File: config.mk
export PLATFORM = sky130hd
export DESIGN_NAME = link_board_io_registers
export DESIGN_NICKNAME = d
export VERILOG_FILES = /design/src/design/board_io_pkg.sv /design/src/design/link_board_io_registers.sv /design/src/design/watchdog_timer.sv
export SDC_FILE = /design/constraint.sdc
export NUM_CORES = 1
export LEC_CHECK = 0
export BUFFER_PORTS_ARGS = -buffer_cell sky130_fd_sc_hd__buf_2
export CAP_MARGIN = 10
export CORE_UTILIZATION = 40
export CTS_BUF_LIST = sky130_fd_sc_hd__clkbuf_4
export CTS_CLUSTER_DIAMETER = 150
export DETAILED_ROUTE_END_ITERATION = 10
export GPL_ROUTABILITY_DRIVEN = 1
export PLACE_DENSITY_LB_ADDON = 0.15
export SYNTH_ARGS = -nofsm -noshare
export SYNTH_HDL_FRONTEND = slang
export SYNTH_SLANG_ARGS = --single-unit
File: constraint.sdc
create_clock -name clock_i -period 2 [get_ports clock_i]
set_input_delay 0.2 -clock clock_i [delete_from_list [all_inputs] [get_ports clock_i]]
set_output_delay 0.2 -clock clock_i [all_outputs]
set_load 0.03 [all_outputs]
File: src/design/board_io_pkg.sv
// board i/o register set constants: i/o addresses, field positions, timing
// assumes a 250 MHz system clock and byte-wide processor i/o cycles
package board_io_pkg;
  localparam int addr_width = 16;
  localparam logic [15:0] serial_base_addr = 16'h03f8;
  localparam logic [15:0] serial_last_addr = 16'h03ff;
  localparam logic [15:0] watchdog_restart_addr = 16'h0900;
  localparam logic [15:0] led_status_addr = 16'h0980;
  localparam logic [15:0] board_option_addr = 16'h0a00;
  localparam logic [15:0] board_control_addr = 16'h0a80;
  // shared controller word window base (memory space, 20-bit physical)
  localparam logic [19:0] shared_base_addr = 20'ha0000;
  localparam int shared_words = 16;
  // board control field positions
  localparam int ctl_internal_fault_pos = 0;
  localparam int ctl_external_fault_pos = 1;
  localparam int ctl_ready_suppress_pos = 4;
  localparam int ctl_prog_voltage_pos = 7;
  localparam logic [7:0] ctl_reset_value = 8'h00;
  localparam logic [7:0] ctl_used_mask = 8'h93;
  // board option field positions
  localparam int opt_boot_sel_pos = 0;
  localparam int opt_bit1_pos = 1;
  localparam int opt_rate_sel_pos = 2;
  localparam int opt_style0_pos = 3;
  localparam int opt_style1_pos = 4;
  localparam logic [7:0] led_reset_value = 8'h00;
  // watchdog timeout
  localparam int clock_mhz = 250;
  localparam int watchdog_timeout_ms = 160;
  localparam int watchdog_timeout_cycles = watchdog_timeout_ms * 1000 * clock_mhz;
  localparam int watchdog_count_width = 26;
endpackage

File: src/design/link_board_io_registers.sv
// board-level i/o register bank decoded from processor i/o and memory cycles
// assumes one-cycle read/write strobes on clock_i; straps are asynchronous pins
// the serial port and the shared dual-port memory sit outside; only their selects and register/word numbers leave here
// watchdog expiry count comes from the package at the 250 MHz clock
`timescale 1ns/1ps
module link_board_io_registers #(
  parameter int timeout_cycles = board_io_pkg::watchdog_timeout_cycles // watchdog expiry, shorten in sim
) (
  input wire logic clock_i, // system clock, 250 MHz
  input wire logic rst_i, // synchronous power-up reset
  input wire logic [board_io_pkg::addr_width-1:0] io_addr_i, // i/o address
  input wire logic io_wr_i, // i/o write strobe, one cycle
  input wire logic io_rd_i, // i/o read strobe, one cycle
  input wire logic [7:0] io_wdata_i, // i/o write data
  input wire logic [19:0] mem_addr_i, // memory address
  input wire logic mem_cycle_i, // bus cycle in progress, one cycle
  input wire logic boot_sel_i, // boot source strap pin
  input wire logic prog_port_rate_sel_i, // programming port rate strap
  input wire logic module_style_bit0_n_i, // module style strap, low active
  input wire logic module_style_bit1_n_i, // module style strap, low active
  output logic [7:0] io_rdata_o, // read data
  output logic io_rvalid_o, // read data valid, one cycle
  output logic ready_o, // processor ready
  output logic serial_sel_o, // serial port select pulse
  output logic [2:0] serial_reg_o, // serial port register index
  output logic shared_sel_o, // shared word window select pulse
  output logic [3:0] shared_word_o, // shared word number
  output logic internal_fault_flag_o, // software internal fault
  output logic external_fault_flag_o, // software external fault
  output logic ready_suppress_n_o, // ready suppression bit
  output logic flash_prog_voltage_on_o, // programming voltage enable
  output logic [7:0] led_o, // status indicators
  output logic watchdog_fault_o, // watchdog timed out
  output logic [7:0] remote_status_report_o // status to remote controller
);
  import board_io_pkg::*;

  // address match helper used for the single-address i/o decodes
  // exact compare only; the serial window uses a range test instead
  function automatic logic hit(input logic [15:0] a, input logic [15:0] b);
    hit = (a == b);
  endfunction

  // strap synchroniser
  logic [3:0] strap_meta; // first stage, read only by strap_sync
  logic [3:0] strap_sync; // second stage
  // software-written registers
  logic [7:0] control; // board control register
  logic [7:0] next_control; // next control value
  logic [7:0] leds; // indicator register
  logic [7:0] next_leds; // next indicator value
  // next values of the registered outputs
  logic [7:0] next_rdata; // next read data
  logic next_rvalid; // next read valid pulse
  logic next_ready; // next ready pulse
  logic next_serial_sel; // next serial select
  logic [2:0] next_serial_reg; // next serial register index
  logic next_shared_sel; // next shared window select
  logic [3:0] next_shared_word; // next shared word number
  // status images
  logic [7:0] option_value; // live option register image
  logic [7:0] next_status; // next remote status byte
  // watchdog and decode helpers
  logic wd_restart; // restart pulse to watchdog
  logic wd_expired; // watchdog flag, a flop in the timer
  logic [19:0] mem_offset; // byte offset into the shared window
  logic io_cycle; // any i/o strobe this cycle

  // straps pass two flops before use
  always_ff @(posedge clock_i)
  begin
    if (rst_i)
    begin
      // clear both stages so the option image is defined during reset
      strap_meta <= 4'h0;
      strap_sync <= 4'h0;
    end
    else
    begin
      // shift the pin levels through two stages
      strap_meta <= {module_style_bit1_n_i, module_style_bit0_n_i, prog_port_rate_sel_i, boot_sel_i};
      strap_sync <= strap_meta;
    end
  end

  // option image; bit 1 reads one, upper bits zero
  always_comb
  begin
    option_value = 8'h00;
    option_value[opt_boot_sel_pos] = strap_sync[0];
    // bit 1 has no function and always reads one
    option_value[opt_bit1_pos] = 1'b1;
    option_value[opt_rate_sel_pos] = strap_sync[1];
    // style pair keeps the pin polarity: both low is single-ended
    option_value[opt_style0_pos] = strap_sync[2];
    option_value[opt_style1_pos] = strap_sync[3];
  end

  // ready and serial select answer reads and writes alike
  assign io_cycle = io_wr_i | io_rd_i;
  // wraps below the base, so the window decode also checks the lower bound
  assign mem_offset = mem_addr_i - shared_base_addr;
  // restart on any write to the port; the data is ignored
  assign wd_restart = io_wr_i & hit(io_addr_i, watchdog_restart_addr);

  // next state of registers, decodes and read path
  always_comb
  begin
    // defaults: hold registers, no selects, valid follows the read strobe, zero read data
    next_control = control;
    next_leds = leds;
    next_rdata = 8'h00;
    next_rvalid = io_rd_i;
    next_serial_sel = 1'b0;
    next_serial_reg = io_addr_i[2:0];
    next_shared_sel = 1'b0;
    next_shared_word = mem_offset[4:1];
    // board control write
    if (io_wr_i && hit(io_addr_i, board_control_addr))
    begin
      // only used positions take the write; others stay zero
      next_control = io_wdata_i & ctl_used_mask;
    end
    // indicator register write
    if (io_wr_i && hit(io_addr_i, led_status_addr))
    begin
      next_leds = io_wdata_i;
    end
    // option register read
    if (io_rd_i && hit(io_addr_i, board_option_addr))
    begin
      next_rdata = option_value;
    end
    // write-only ports and unmapped addresses read zero
    // the serial window reads zero here too; the serial port answers on its own data path
    if (io_cycle && io_addr_i >= serial_base_addr && io_addr_i <= serial_last_addr)
    begin
      next_serial_sel = 1'b1;
    end
    // 16-bit words: byte offset 2n selects word n
    if (mem_cycle_i && mem_addr_i >= shared_base_addr && mem_offset < 20'(2 * shared_words))
    begin
      next_shared_sel = 1'b1;
    end
    // ready on every i/o or memory cycle unless suppressed
    next_ready = ~control[ctl_ready_suppress_pos] & (io_cycle | mem_cycle_i);
    // remote status: option bits with bit 5 held clear, watchdog in the bit 7 slot
    // bit 7 of the option image is always zero, so it is free to carry the fault
    next_status = {option_value[7:6], 1'b0, option_value[4:0]};
    next_status[7] = wd_expired;
  end

  // register everything
  always_ff @(posedge clock_i)
  begin
    if (rst_i)
    begin
      // power-up values; ready suppression starts cleared
      control <= ctl_reset_value;
      leds <= led_reset_value;
      io_rdata_o <= 8'h00;
      io_rvalid_o <= 1'b0;
      ready_o <= 1'b0;
      serial_sel_o <= 1'b0;
      serial_reg_o <= 3'h0;
      shared_sel_o <= 1'b0;
      shared_word_o <= 4'h0;
      remote_status_report_o <= 8'h00;
    end
    else
    begin
      // load next values
      control <= next_control;
      leds <= next_leds;
      io_rdata_o <= next_rdata;
      io_rvalid_o <= next_rvalid;
      ready_o <= next_ready;
      serial_sel_o <= next_serial_sel;
      serial_reg_o <= next_serial_reg;
      shared_sel_o <= next_shared_sel;
      shared_word_o <= next_shared_word;
      remote_status_report_o <= next_status;
    end
  end

  // fault flags are control bits, already flop outputs
  assign internal_fault_flag_o = control[ctl_internal_fault_pos];
  assign external_fault_flag_o = control[ctl_external_fault_pos];
  // low keeps the automatic ready on
  assign ready_suppress_n_o = control[ctl_ready_suppress_pos];
  // programming voltage switch
  assign flash_prog_voltage_on_o = control[ctl_prog_voltage_pos];
  // indicator k+1 lights when bit k is one
  assign led_o = leds;
  // sticky: only a power-up reset clears a watchdog fault
  assign watchdog_fault_o = wd_expired;

  // watchdog counter; its flag is a flop output
  // the parameter lets a bench shorten the 160 ms expiry
  watchdog_timer #(
    .timeout_cycles(timeout_cycles),
    .count_width(watchdog_count_width)
  ) i_watchdog_timer (
    .clock_i(clock_i),
    .rst_i(rst_i),
    .restart_i(wd_restart),
    .expired_o(wd_expired)
  );
endmodule

File: src/design/watchdog_timer.sv
// watchdog counter restarted by a one-cycle pulse
// assumes restart pulse is synchronous to clock_i
`timescale 1ns/1ps
module watchdog_timer #(
  parameter int timeout_cycles = board_io_pkg::watchdog_timeout_cycles, // cycles to expiry
  parameter int count_width = board_io_pkg::watchdog_count_width // counter width
) (
  input wire logic clock_i, // system clock
  input wire logic rst_i, // synchronous reset, active high
  input wire logic restart_i, // one-cycle restart pulse
  output logic expired_o // sticky timeout flag
);
  import board_io_pkg::*;
  localparam logic [count_width-1:0] last_count = count_width'(timeout_cycles - 1);
  logic [count_width-1:0] count; // cycles since last restart
  logic [count_width-1:0] next_count;
  logic next_expired;
  // count up; a restart always wins, expiry stays until power-up reset
  always_comb
  begin
    next_count = count;
    next_expired = expired_o;
    if (restart_i)
    begin
      next_count = '0;
    end
    else if (count == last_count)
    begin
      next_expired = 1'b1;
    end
    else
    begin
      next_count = count + 1'b1;
    end
  end
  // register state
  always_ff @(posedge clock_i)
  begin
    if (rst_i)
    begin
      count <= '0;
      expired_o <= 1'b0;
    end
    else
    begin
      count <= next_count;
      expired_o <= next_expired;
    end
  end
endmodule

Yosys cells after proc, flatten, opt, wreduce, memory -nomap -nowiden. Index checks and enable logic that the tools add are counted.

Register bits after elaboration: 74. Bits of input ports: 53. Output and inout bits: 40. Logic and storage cells: 48.

$add $sub $neg: 2. Order comparisons: 4. Equality and inequality tests: 5. Muxes and demuxes: 4. Bitwise logic cells: 7. Reduce and logical (&&, ||, !) cells: 10.

Operators by type and width (count): 16-bit by 12-bit == test with 1-bit output, second input constant (4); 26-bit by 1-bit adder with 26-bit output, second input constant (1); 26-bit == test, second input constant (1); 20-bit >= comparator, second input constant (1); 20-bit by 6-bit less-than comparator with 1-bit output, second input constant (1); 20-bit subtractor, second input constant (1); 16-bit by 10-bit >= comparator with 1-bit output, second input constant (1); 16-bit by 10-bit <= comparator with 1-bit output, second input constant (1); 1-bit logical AND (7); 2-bit two-way mux (2); 2-bit OR reduction (2); 1-bit inverter (3); 1-bit bitwise AND (2); 1-bit two-way mux (2); 1-bit OR (2); 2-bit AND reduction (1).

Logic depth before layout (Yosys ltp). Gate-level depths: netlist of run 1.

Depth after elaboration: 4. Gate-level depth with buffers: 6. Depth with buffers taken out: 6.

Hierarchy. A second synthesis of run 1 with hierarchy kept.

Cell total of the unflattened synthesis: 298. Area total of the unflattened synthesis: 2819.0 µm².

By module, submodules not included: link_board_io_registers (instances 1, cells an instance 149, area an instance 1532.7 µm², seq. area each 840.8 µm²); watchdog_timer (instances 1, cells an instance 149, area an instance 1286.2 µm², seq. area each 540.5 µm²).

Worst setup path before layout of run 1. Ideal clock, no wire load.

Path type: reg2reg. Start point: register i_watchdog_timer.count[0]. End point: register i_watchdog_timer.count[1]. Library setup time: 114 ps. Arrival time: 1522 ps. Required time: 1886 ps. Path slack: 363 ps. Stages on the path, launching flop included: 7. Buffers on the path: 1. Clock period less this slack: 1637 ps. Cell sequence: dfxtp_1 ha_1 nand4_1 nor4_4 buf_6 mux2i_1 nor2_1.

Cells in the longest elaborated chain, start to end: 1. Elaborated cells between the ends (all ways): 2. Those cells by class: 1 x add/sub; 1 x eq/ne.

Ends and longest elaborated chain: start, declared (RTL line watchdog_timer.sv:15) `logic [count_width-1:0] count;`; start signal, assigned (RTL line watchdog_timer.sv:46) `count <= next_count;`; 26-bit by 1-bit adder with 26-bit output or 26-bit == test (tied branches) (RTL line watchdog_timer.sv:33, watchdog_timer.sv:27).

Parallel ways exist; a longest one is shown, timed or not. A chain may end at the register's enable or synchronous reset.

Final worst setup path of run 1.
Start point: register i_watchdog_timer.count[19]. End point: register i_watchdog_timer.count[1].

Cells in the longest elaborated chain, start to end: 1.

Ends and longest elaborated chain: 26-bit == test (RTL line watchdog_timer.sv:27) `else if (count == last_count)`.

No other way between the ends.

==> results.yml, run 1 <==
routing:
  wl_met2_mm: 2.67
  totalWireLength_mm: 5.56
  wl_met3_um: 366
  vias_per_cell: 4.93
  drc: 4
  drt_iter0_drc: 89
  wl_per_cell_um: 12.2
  dr.max_layer_used: "met4"
  postRouteAntennaNets: 0
  vias: 2245
  wl_met1_mm: 2.42
  dr.pass1.iters: 9
logic_synthesis:
  synth_cell_type_count: 47
  ys_warn_count: 0
  syn-cell-area_um2: 2740
  synthCells: 272
  synth_top_flop_cell: "dfxtp_1"
  ys_seq_elements: 69
  synth_edf_count: 0
  synth_seq_area_share_pct: 50.4
  avgSynthCellArea_um2: 10.1
  async_flop_share_pct: 0
finish:
  drive_gt1_share_pct: 32.3
  nets: 428
  area_growth_pct: 26.2
  fin_area_um2: 3460
  final_common_cell: "buf_2"
  final_util_pct: 53.2
  n_antenna_cell: 0
  mostFrequentLayoutCells: "buf_2, dfxtp_1, nor2_1"
power_and_ir_drop:
  ir_drop_mv: 0.383
  powerDensity_nw_per_um2: 714
  p_leak_nw: 1.51
min_path:
  hold_path.startpoint: "io_wdata_i[3]"
  hold_class: "in -> reg"
die:
  initial_utilization_pct: 42.2
  dieWidth_um: 84.7
  fp.dieArea_um2: 7180
  row_count: 29
  die_height_um: 84.7
  ios: 93
  core-area_um2: 6490
timing:
  fmax_mhz: 558
  fin_crit_sh_pct: 89.6
  post-route-worst-setup-slack_ps: 208
  slew_violations: 0
  fin_crit_ps: 1790
  rsz0062_at_grt: "no"
  skew_ps: 11.3
  holdWs_ps: 20.4
  finalSetupViolCount: 0
  fin_setup_tns_ps: 0
  hold_violations: 0
global_route:
  track_usage_pct: 15.9
  grt_overflow: 0
  grt_pass1_vias: 1986
  grt_max_degree: 25
  antenna_found_initial: 0
  grt_pass1_wl_mm: 8.87
clock_tree:
  clockBufferDepth: 2
  cts_tree: "built"
  h-tree-depth: 3
  cts_resized: 0
  numCtsBuffers: 9
  cts_hold_buf: 7
  clock-root-buffer: "clkbuf_4"
  cts.sinks: 69
  cts.reportedPaths.clkPinSlew_ps: 120
  post-cts-setup-buffers: 0
  clk-insertion-delay-late_ps: 410
worst_setup_path:
  setup.worst_path.class: "reg -> reg"
  worst_setup_path_start_kind: "flip-flop"
  crit_arrival_ps: 2110
  crit_path_end_kind: "flip-flop"
  r2r-start: "i_watchdog_timer.count[19]"
  crit_start: "i_watchdog_timer.count[19]"
  rrSetupSlack_ps: 210
  critPathRequiredTime_ps: 2320
  path_max_fanout: 9
place:
  dpl.hpwl_mm: 4.07
  dp_slack_ps: 128
  dpl_cell_area_um2: 3240
  port_buffers: 86
  place.gp.congestion: 0.806
job:
  max_cap_viol_count: 0
status:
  status: "complete, but fails checks"
  violations: "DRC"
==> metal layers <==
metal | up-vias | global-route usage, %
li1 | 1138 | -
met1 | 1030 | 17.9
met2 | 63 | 26.7
met3 | 14 | 6.98
met4 | 0 | 6.16
met5 | - | 0
==> cell type report <==
type                            count  area (um^2)
Inverter                            5         18.8
Fill cell                         633         3040
Clock buffer                        9         67.6
Sequential cell                    69         1380
Tap cell                           77         96.3
Multi-Input combinational cell    190         1270
Clock inverter                      7         65.1
Timing Repair Buffer               98          553
==> cells in the mapped netlist, types with 2 or more instances <==
cell type	instances	share of area (%)
mux2i_1	13	4.8
nor2_2	2	0.46
clkbuf_1	3	0.41
nor4_4	2	1.6
nand2_1	8	1.1
ha_1	2	0.91
dfxtp_1	69	50
xor2_1	15	4.8
inv_1	5	0.69
buf_4	7	1.9
o21ai_1	2	0.37
nor2b_1	23	5.3
nand4_1	11	2.5
nor3_2	2	0.73
o21ai_0	3	0.55
and3_1	4	0.91
nand3_1	8	1.5
and4_1	3	0.96
a21oi_1	3	0.55
nor4_2	2	0.91
nor2_1	40	5.5
nand4b_1	5	1.6
nor4b_1	2	0.64
nor4b_2	2	1.1
xnor2_1	2	0.64
nor3_1	5	0.91
nor4_1	4	0.91
or3_1	2	0.46
and2_1	5	1.1
==> flip-flops by register name, summed over array words and instances, names as in the netlist, 3 cells and up <==
name and count:
i_watchdog_timer.count 26, control 4, serial_reg_o 3, led_o 8
shared_word_o 4, remote_status_report_o 6, io_rdata_o 5, strap_sync 4
strap_meta 4
==> critical path: stages (launching register included) <==
cell and delay (ps):
dfxtp_1 370, nor4b_1 400, nand4b_1 260, nor4_4 210, buf_4 210, mux2i_1 200
nor2_1 50
==> report_power, final <==
part | leakage, nW | total, mW | switching [mW] | internal (mW)
registers | 0.561 | 1.41 | 0.0117 | 1.40
clock network | 0.0735 | 0.871 | 0.497 | 0.374
logic | 0.875 | 0.187 | 0.104 | 0.0831
==> per-stage QoR <==
| stage | cells | power [mW] |
|---|---|---|
| final | 455 | 2.47 |
| after global routing | 455 | 2.56 |
| after CTS | 454 | 2.49 |
| after detailed placement | 431 | 1.62 |
| after global placement | 431 | 1.62 |
| after floorplan | 276 | 1.54 |
==> kinds of logic (layout without fill, tap and decap cells) <==
kind of cell,after synthesis,count (layout),synth area share [%]
adder cells (fa/ha/maj),2,2,0.914
buffers and inverters,17,119,3.56
AO/OA/AOI/OAI,16,16,3.79
multiplexers,13,13,4.75
flip-flops,69,69,50.4
XOR/XNOR,17,17,5.44
AND/OR/NAND/NOR,137,137,31.0
other,1,5,0.137
==> path summary, 6_finish.rpt <==
path                                    end  depth (start not counted)
hold reg to reg               strap_sync[0]                          1
setup / recovery  i_watchdog_timer.count[1]                          6
setup reg to reg  i_watchdog_timer.count[1]                          6
hold / removal                     led_o[3]                          3
No activity file was read; power rests on OpenSTA's default activity.
==> inputs of run 2 (changes only) <==
--- a/config.mk
+++ b/config.mk
@@ -8,7 +8,7 @@
 export BUFFER_PORTS_ARGS = -buffer_cell sky130_fd_sc_hd__buf_2
 export CAP_MARGIN = 10
 export CORE_UTILIZATION = 40
-export CTS_BUF_LIST = sky130_fd_sc_hd__clkbuf_4
+export CTS_BUF_LIST = sky130_fd_sc_hd__clkbuf_8
 export CTS_CLUSTER_DIAMETER = 150
 export DETAILED_ROUTE_END_ITERATION = 10
 export GPL_ROUTABILITY_DRIVEN = 1
==> run 2 against run 1 <==
The flow still finishes with violations (DRC). Cell count shrank 1.8%. Critical endpoint unchanged. Die area is the same. Routed wire length is essentially flat. First-iteration DRC count grew 9.0%. Hold slack gained 48 ps. Sequential power is essentially flat. Largest cell class unchanged.
==> results.yml, run 2 (synthesized netlist as in run 1, its figures left out) <==
routing:
  drt_iter0_drc: 97
  vias: 2216
  postRouteAntennaNets: 0
  totalWireLength_mm: 5.55
  wl_per_cell_um: 12.4
  drc: 3
  dr.pass1.iters: 9
  vias_per_cell: 4.96
global_route:
  grt_overflow: 0
  grt_pass1_wl_mm: 8.89
  grt_pass1_vias: 1938
  track_usage_pct: 16.0
  antenna_found_initial: 0
  grt_max_degree: 25
die:
  core-area_um2: 6490
  die_height_um: 84.7
  fp.dieArea_um2: 7180
  initial_utilization_pct: 42.2
  ios: 93
  row_count: 29
  dieWidth_um: 84.7
worst_setup_path:
  crit_arrival_ps: 2020
  cp_slowest_cell: "nor4b_1"
  path_cells: "nor4b_1 > nand4b_1 > nor4_4 > buf_4 > mux2i_1 > nor2_1"
  critPathRequiredTime_ps: 2240
  setup.worst_path.class: "reg -> reg"
  worst_setup_path_start_kind: "flip-flop"
  crit_path_end_kind: "flip-flop"
  max_stage_delay_ps: 390
  path_max_fanout: 9
finish:
  fin_area_um2: 3440
  largest_reg_flops: 26
  mostFrequentLayoutCells: "buf_2, dfxtp_1, nor2_1"
  fin_cells: 447
  fill_cells: 626
  drive_gt1_share_pct: 33.2
  area_growth_pct: 25.7
  final_util_pct: 53.0
  final_common_cell: "buf_2"
  regMostFlops: "i_watchdog_timer.count"
  n_antenna_cell: 0
  nets: 420
timing:
  skew_ps: 6.99
  slew_violations: 0
  fin_crit_sh_pct: 89.4
  hold_violations: 0
  fin_crit_ps: 1790
  finalSetupViolCount: 0
  fin_setup_tns_ps: 0
  rsz0062_at_grt: "no"
  fmax_mhz: 559
min_path:
  hold_class: "in -> reg"
place:
  place.gp.congestion: 0.806
  placedCellCount: 431
  dpl.hpwl_mm: 4.07
  dpl_cell_area_um2: 3240
  port_buffers: 86
power_and_ir_drop:
  powerDensity_nw_per_um2: 787
  ir_drop_mv: 0.443
  p_leak_nw: 1.51
  power_mw: 2.71
clock_tree:
  h-tree-depth: 3
  cts.sinks: 69
  cts_resized: 0
  post-cts-setup-buffers: 0
  cts.reportedPaths.clkPinSlew_ps: 70
  clk-insertion-delay-late_ps: 340
  clock-root-buffer: "clkbuf_8"
  clockBufferDepth: 2
  cts_tree: "built"
  numCtsBuffers: 9
  cts_hold_buf: 0
status:
  violations: "DRC"
  status: "complete, but fails checks"
job:
  max_cap_viol_count: 0
run 2: final timing paths:
kind | from | end | slack, ps | cells past startpoint
setup / recovery | i_watchdog_timer.count[19] | i_watchdog_timer.count[1] | 210 | 6
hold / removal | mem_addr_i[4] | shared_word_o[3] | 70 | 2
setup reg to reg | i_watchdog_timer.count[19] | i_watchdog_timer.count[1] | 210 | 6
hold reg to reg | strap_meta[0] | strap_sync[0] | 440 | 1
run 2: layout make-up:
type | count | area (um^2) | share of cell area [%]
clock buffer | 10 | 138 | 4.00
clock inverter | 6 | 61.3 | 1.78
multi-input combinational | 190 | 1270 | 37.0
sequential | 69 | 1380 | 40.1
tap | 77 | 96.3 | 2.80
timing repair buffer | 90 | 473 | 13.7
inverter | 5 | 18.8 | 0.545
run 2: layer usage:
layer / share of wire [%] / vias up / global-route usage (%)
met5: 0 / - / 0
met4: 1.9 / 0 / 6.78
met3: 6.8 / 11 / 6.98
met2: 48 / 63 / 25.9
met1: 44 / 1023 / 18.6
li1: - / 1119 / -
run 2: critical path, delay by kind of cell, from the launching register on:
kind / cells / cell delay [ps]
mux: 1 / 200
flops: 1 / 350
simple gates: 4 / 900
buf+inv: 1 / 210
run 2: through the flow:
| step | hold WS (ps) | worst slack (ps) |
|---|---|---|
| finish | 68.5 | 212 |
| global route | 59.8 | 92.3 |
| detailed placement | 415 | 128 |
| global placement | 411 | 143 |
| CTS | 52.4 | 202 |
| floorplan | 279 | 363 |
run 2: power by group:
group / total [mW] / switching, mW / internal (mW)
clock network: 1.13 / 0.518 / 0.607
logic: 0.176 / 0.103 / 0.0730
registers: 1.41 / 0.0118 / 1.40
==> inputs of run 3 (changes only) <==
--- a/config.mk
+++ b/config.mk
@@ -13,6 +13,7 @@
 export DETAILED_ROUTE_END_ITERATION = 10
 export GPL_ROUTABILITY_DRIVEN = 1
 export PLACE_DENSITY_LB_ADDON = 0.15
+export REMOVE_ABC_BUFFERS = 1
 export SYNTH_ARGS = -nofsm -noshare
 export SYNTH_HDL_FRONTEND = slang
 export SYNTH_SLANG_ARGS = --single-unit
==> run 3 against run 2 <==
The flow now finishes without violations. Sequential power about the same. Clock skew is 0.79 ps higher. Count of clock-buffer cells in the layout is 1 lower. Largest cell class unchanged. Flip-flop and latch count did not move. Cell count unchanged. Utilization increased by 0.44 points. Via count down 0.36%. Global-route usage up 0.59 points. Hold slack worse by 5.1 ps. Non-clock buffer count is the same.
==> results.yml, run 3 (synthesized netlist as in run 1, its figures left out) <==
clock_tree:
  cts_hold_buf: 0
  clk-insertion-delay-late_ps: 340
  clockBufferDepth: 2
  cts.reportedPaths.clkPinSlew_ps: 80
  cts_resized: 0
  post-cts-setup-buffers: 0
  h-tree-depth: 3
  numCtsBuffers: 9
  cts_tree: "built"
  cts.sinks: 69
  clock-root-buffer: "clkbuf_8"
die:
  ios: 93
  dieWidth_um: 84.7
  fp.dieArea_um2: 7180
  die_height_um: 84.7
  core-area_um2: 6490
  initial_utilization_pct: 42.2
  row_count: 29
worst_setup_path:
  rrSetupSlack_ps: 300
  worst_setup_path_start_kind: "flip-flop"
  r2r-start: "i_watchdog_timer.count[9]"
  crit_path_end_kind: "flip-flop"
  reg2reg_depth: 6
  timing.rr.end: "i_watchdog_timer.count[1]"
  setup.worst_path.class: "reg -> reg"
  crit_arrival_ps: 1940
  critPathRequiredTime_ps: 2240
  path_max_fanout: 8
finish:
  regArea_um2: 1380
  nets: 420
  multi_input_area_um2: 1270
  drive_gt1_share_pct: 33.2
  regMostFlops: "i_watchdog_timer.count"
  n_antenna_cell: 0
  area_growth_pct: 26.8
  largest_reg_flops: 26
  mostFrequentLayoutCells: "buf_2, dfxtp_1, nor2_1"
  fill_cells: 626
  final_common_cell: "buf_2"
min_path:
  hold_depth: 2
  hold_path.startpoint: "prog_port_rate_sel_i"
  hold_class: "in -> reg"
  whs_endpoint: "strap_meta[1]"
routing:
  wl_per_cell_um: 12.0
  drc: 0
  totalWireLength_mm: 5.38
  dr.pass1.iters: 6
  vias_per_cell: 4.94
  vias: 2208
  postRouteAntennaNets: 0
  drt_iter0_drc: 81
job:
  max_cap_viol_count: 0
timing:
  slew_violations: 0
  rsz0062_at_grt: "no"
  hold_violations: 0
  finalSetupViolCount: 0
  fin_crit_sh_pct: 85.2
  fmax_mhz: 587
  holdWs_ps: 63.4
  fin_crit_ps: 1700
  post-route-worst-setup-slack_ps: 296
  fin_setup_tns_ps: 0
  skew_ps: 7.78
power_and_ir_drop:
  power_mw: 2.87
  ir_drop_mv: 0.333
  powerDensity_nw_per_um2: 826
  p_leak_nw: 1.52
global_route:
  track_usage_pct: 16.6
  antenna_found_initial: 0
  grt_pass1_wl_mm: 9.27
  grt_pass1_vias: 2112
  grt_overflow: 0
  grt_max_degree: 25
place:
  port_buffers: 86
  place.gp.congestion: 0.793
  dpl.hpwl_mm: 3.98
  dp_slack_ps: 127
status:
  status: "finished, final reports clean"
run 3: worst max path at each step:
stage                               start                   endpoint  slack, ps
2_1_floorplan   i_watchdog_timer.count[0]  i_watchdog_timer.count[1]        230
3_3_place_gp                io_addr_i[13]                   led_o[3]        190
3_5_place_dp                io_addr_i[13]                   led_o[0]        130
4_1_cts         i_watchdog_timer.count[9]  i_watchdog_timer.count[1]        270
5_1_grt        i_watchdog_timer.count[19]  i_watchdog_timer.count[1]         30
6_report        i_watchdog_timer.count[9]  i_watchdog_timer.count[1]        300
run 3: report_power, final:
| part | switching [mW] | internal [mW] |
|---|---|---|
| Combinational | 0.102 | 0.0731 |
| Sequential | 0.0105 | 1.40 |
| Clock | 0.564 | 0.722 |
| Total | 0.676 | 2.19 |
run 3: through the flow:
stage	util, %	instance area [um^2]	instances
floorplan	-	2680	264
global placement	50.0	3240	431
detailed placement	50.0	3240	431
CTS	53.5	3470	447
global route	53.5	3470	447
finish	53.5	3470	447
run 3: routing by layer:
layer	wire, um	global-route usage [%]
met1	2400	19.7
met2	2550	26.9
met3	305	4.92
met4	131	9.40
met5	0	0
run 3: cell type report:
class | count | area share, %
sequential | 69 | 39.8
multi-input combinational | 190 | 36.7
inverter | 5 | 0.541
timing repair buffer | 90 | 13.6
clock inverter | 7 | 2.99
clock buffer | 9 | 3.57
tap | 77 | 2.77
run 3: critical path, stage by stage, from the launching register on:
cell     delay, ps
dfxtp_1        390
nor4b_2        270
nand4_1        240
nor4_4         280
buf_4          200
mux2i_1        180
nor2_1          50
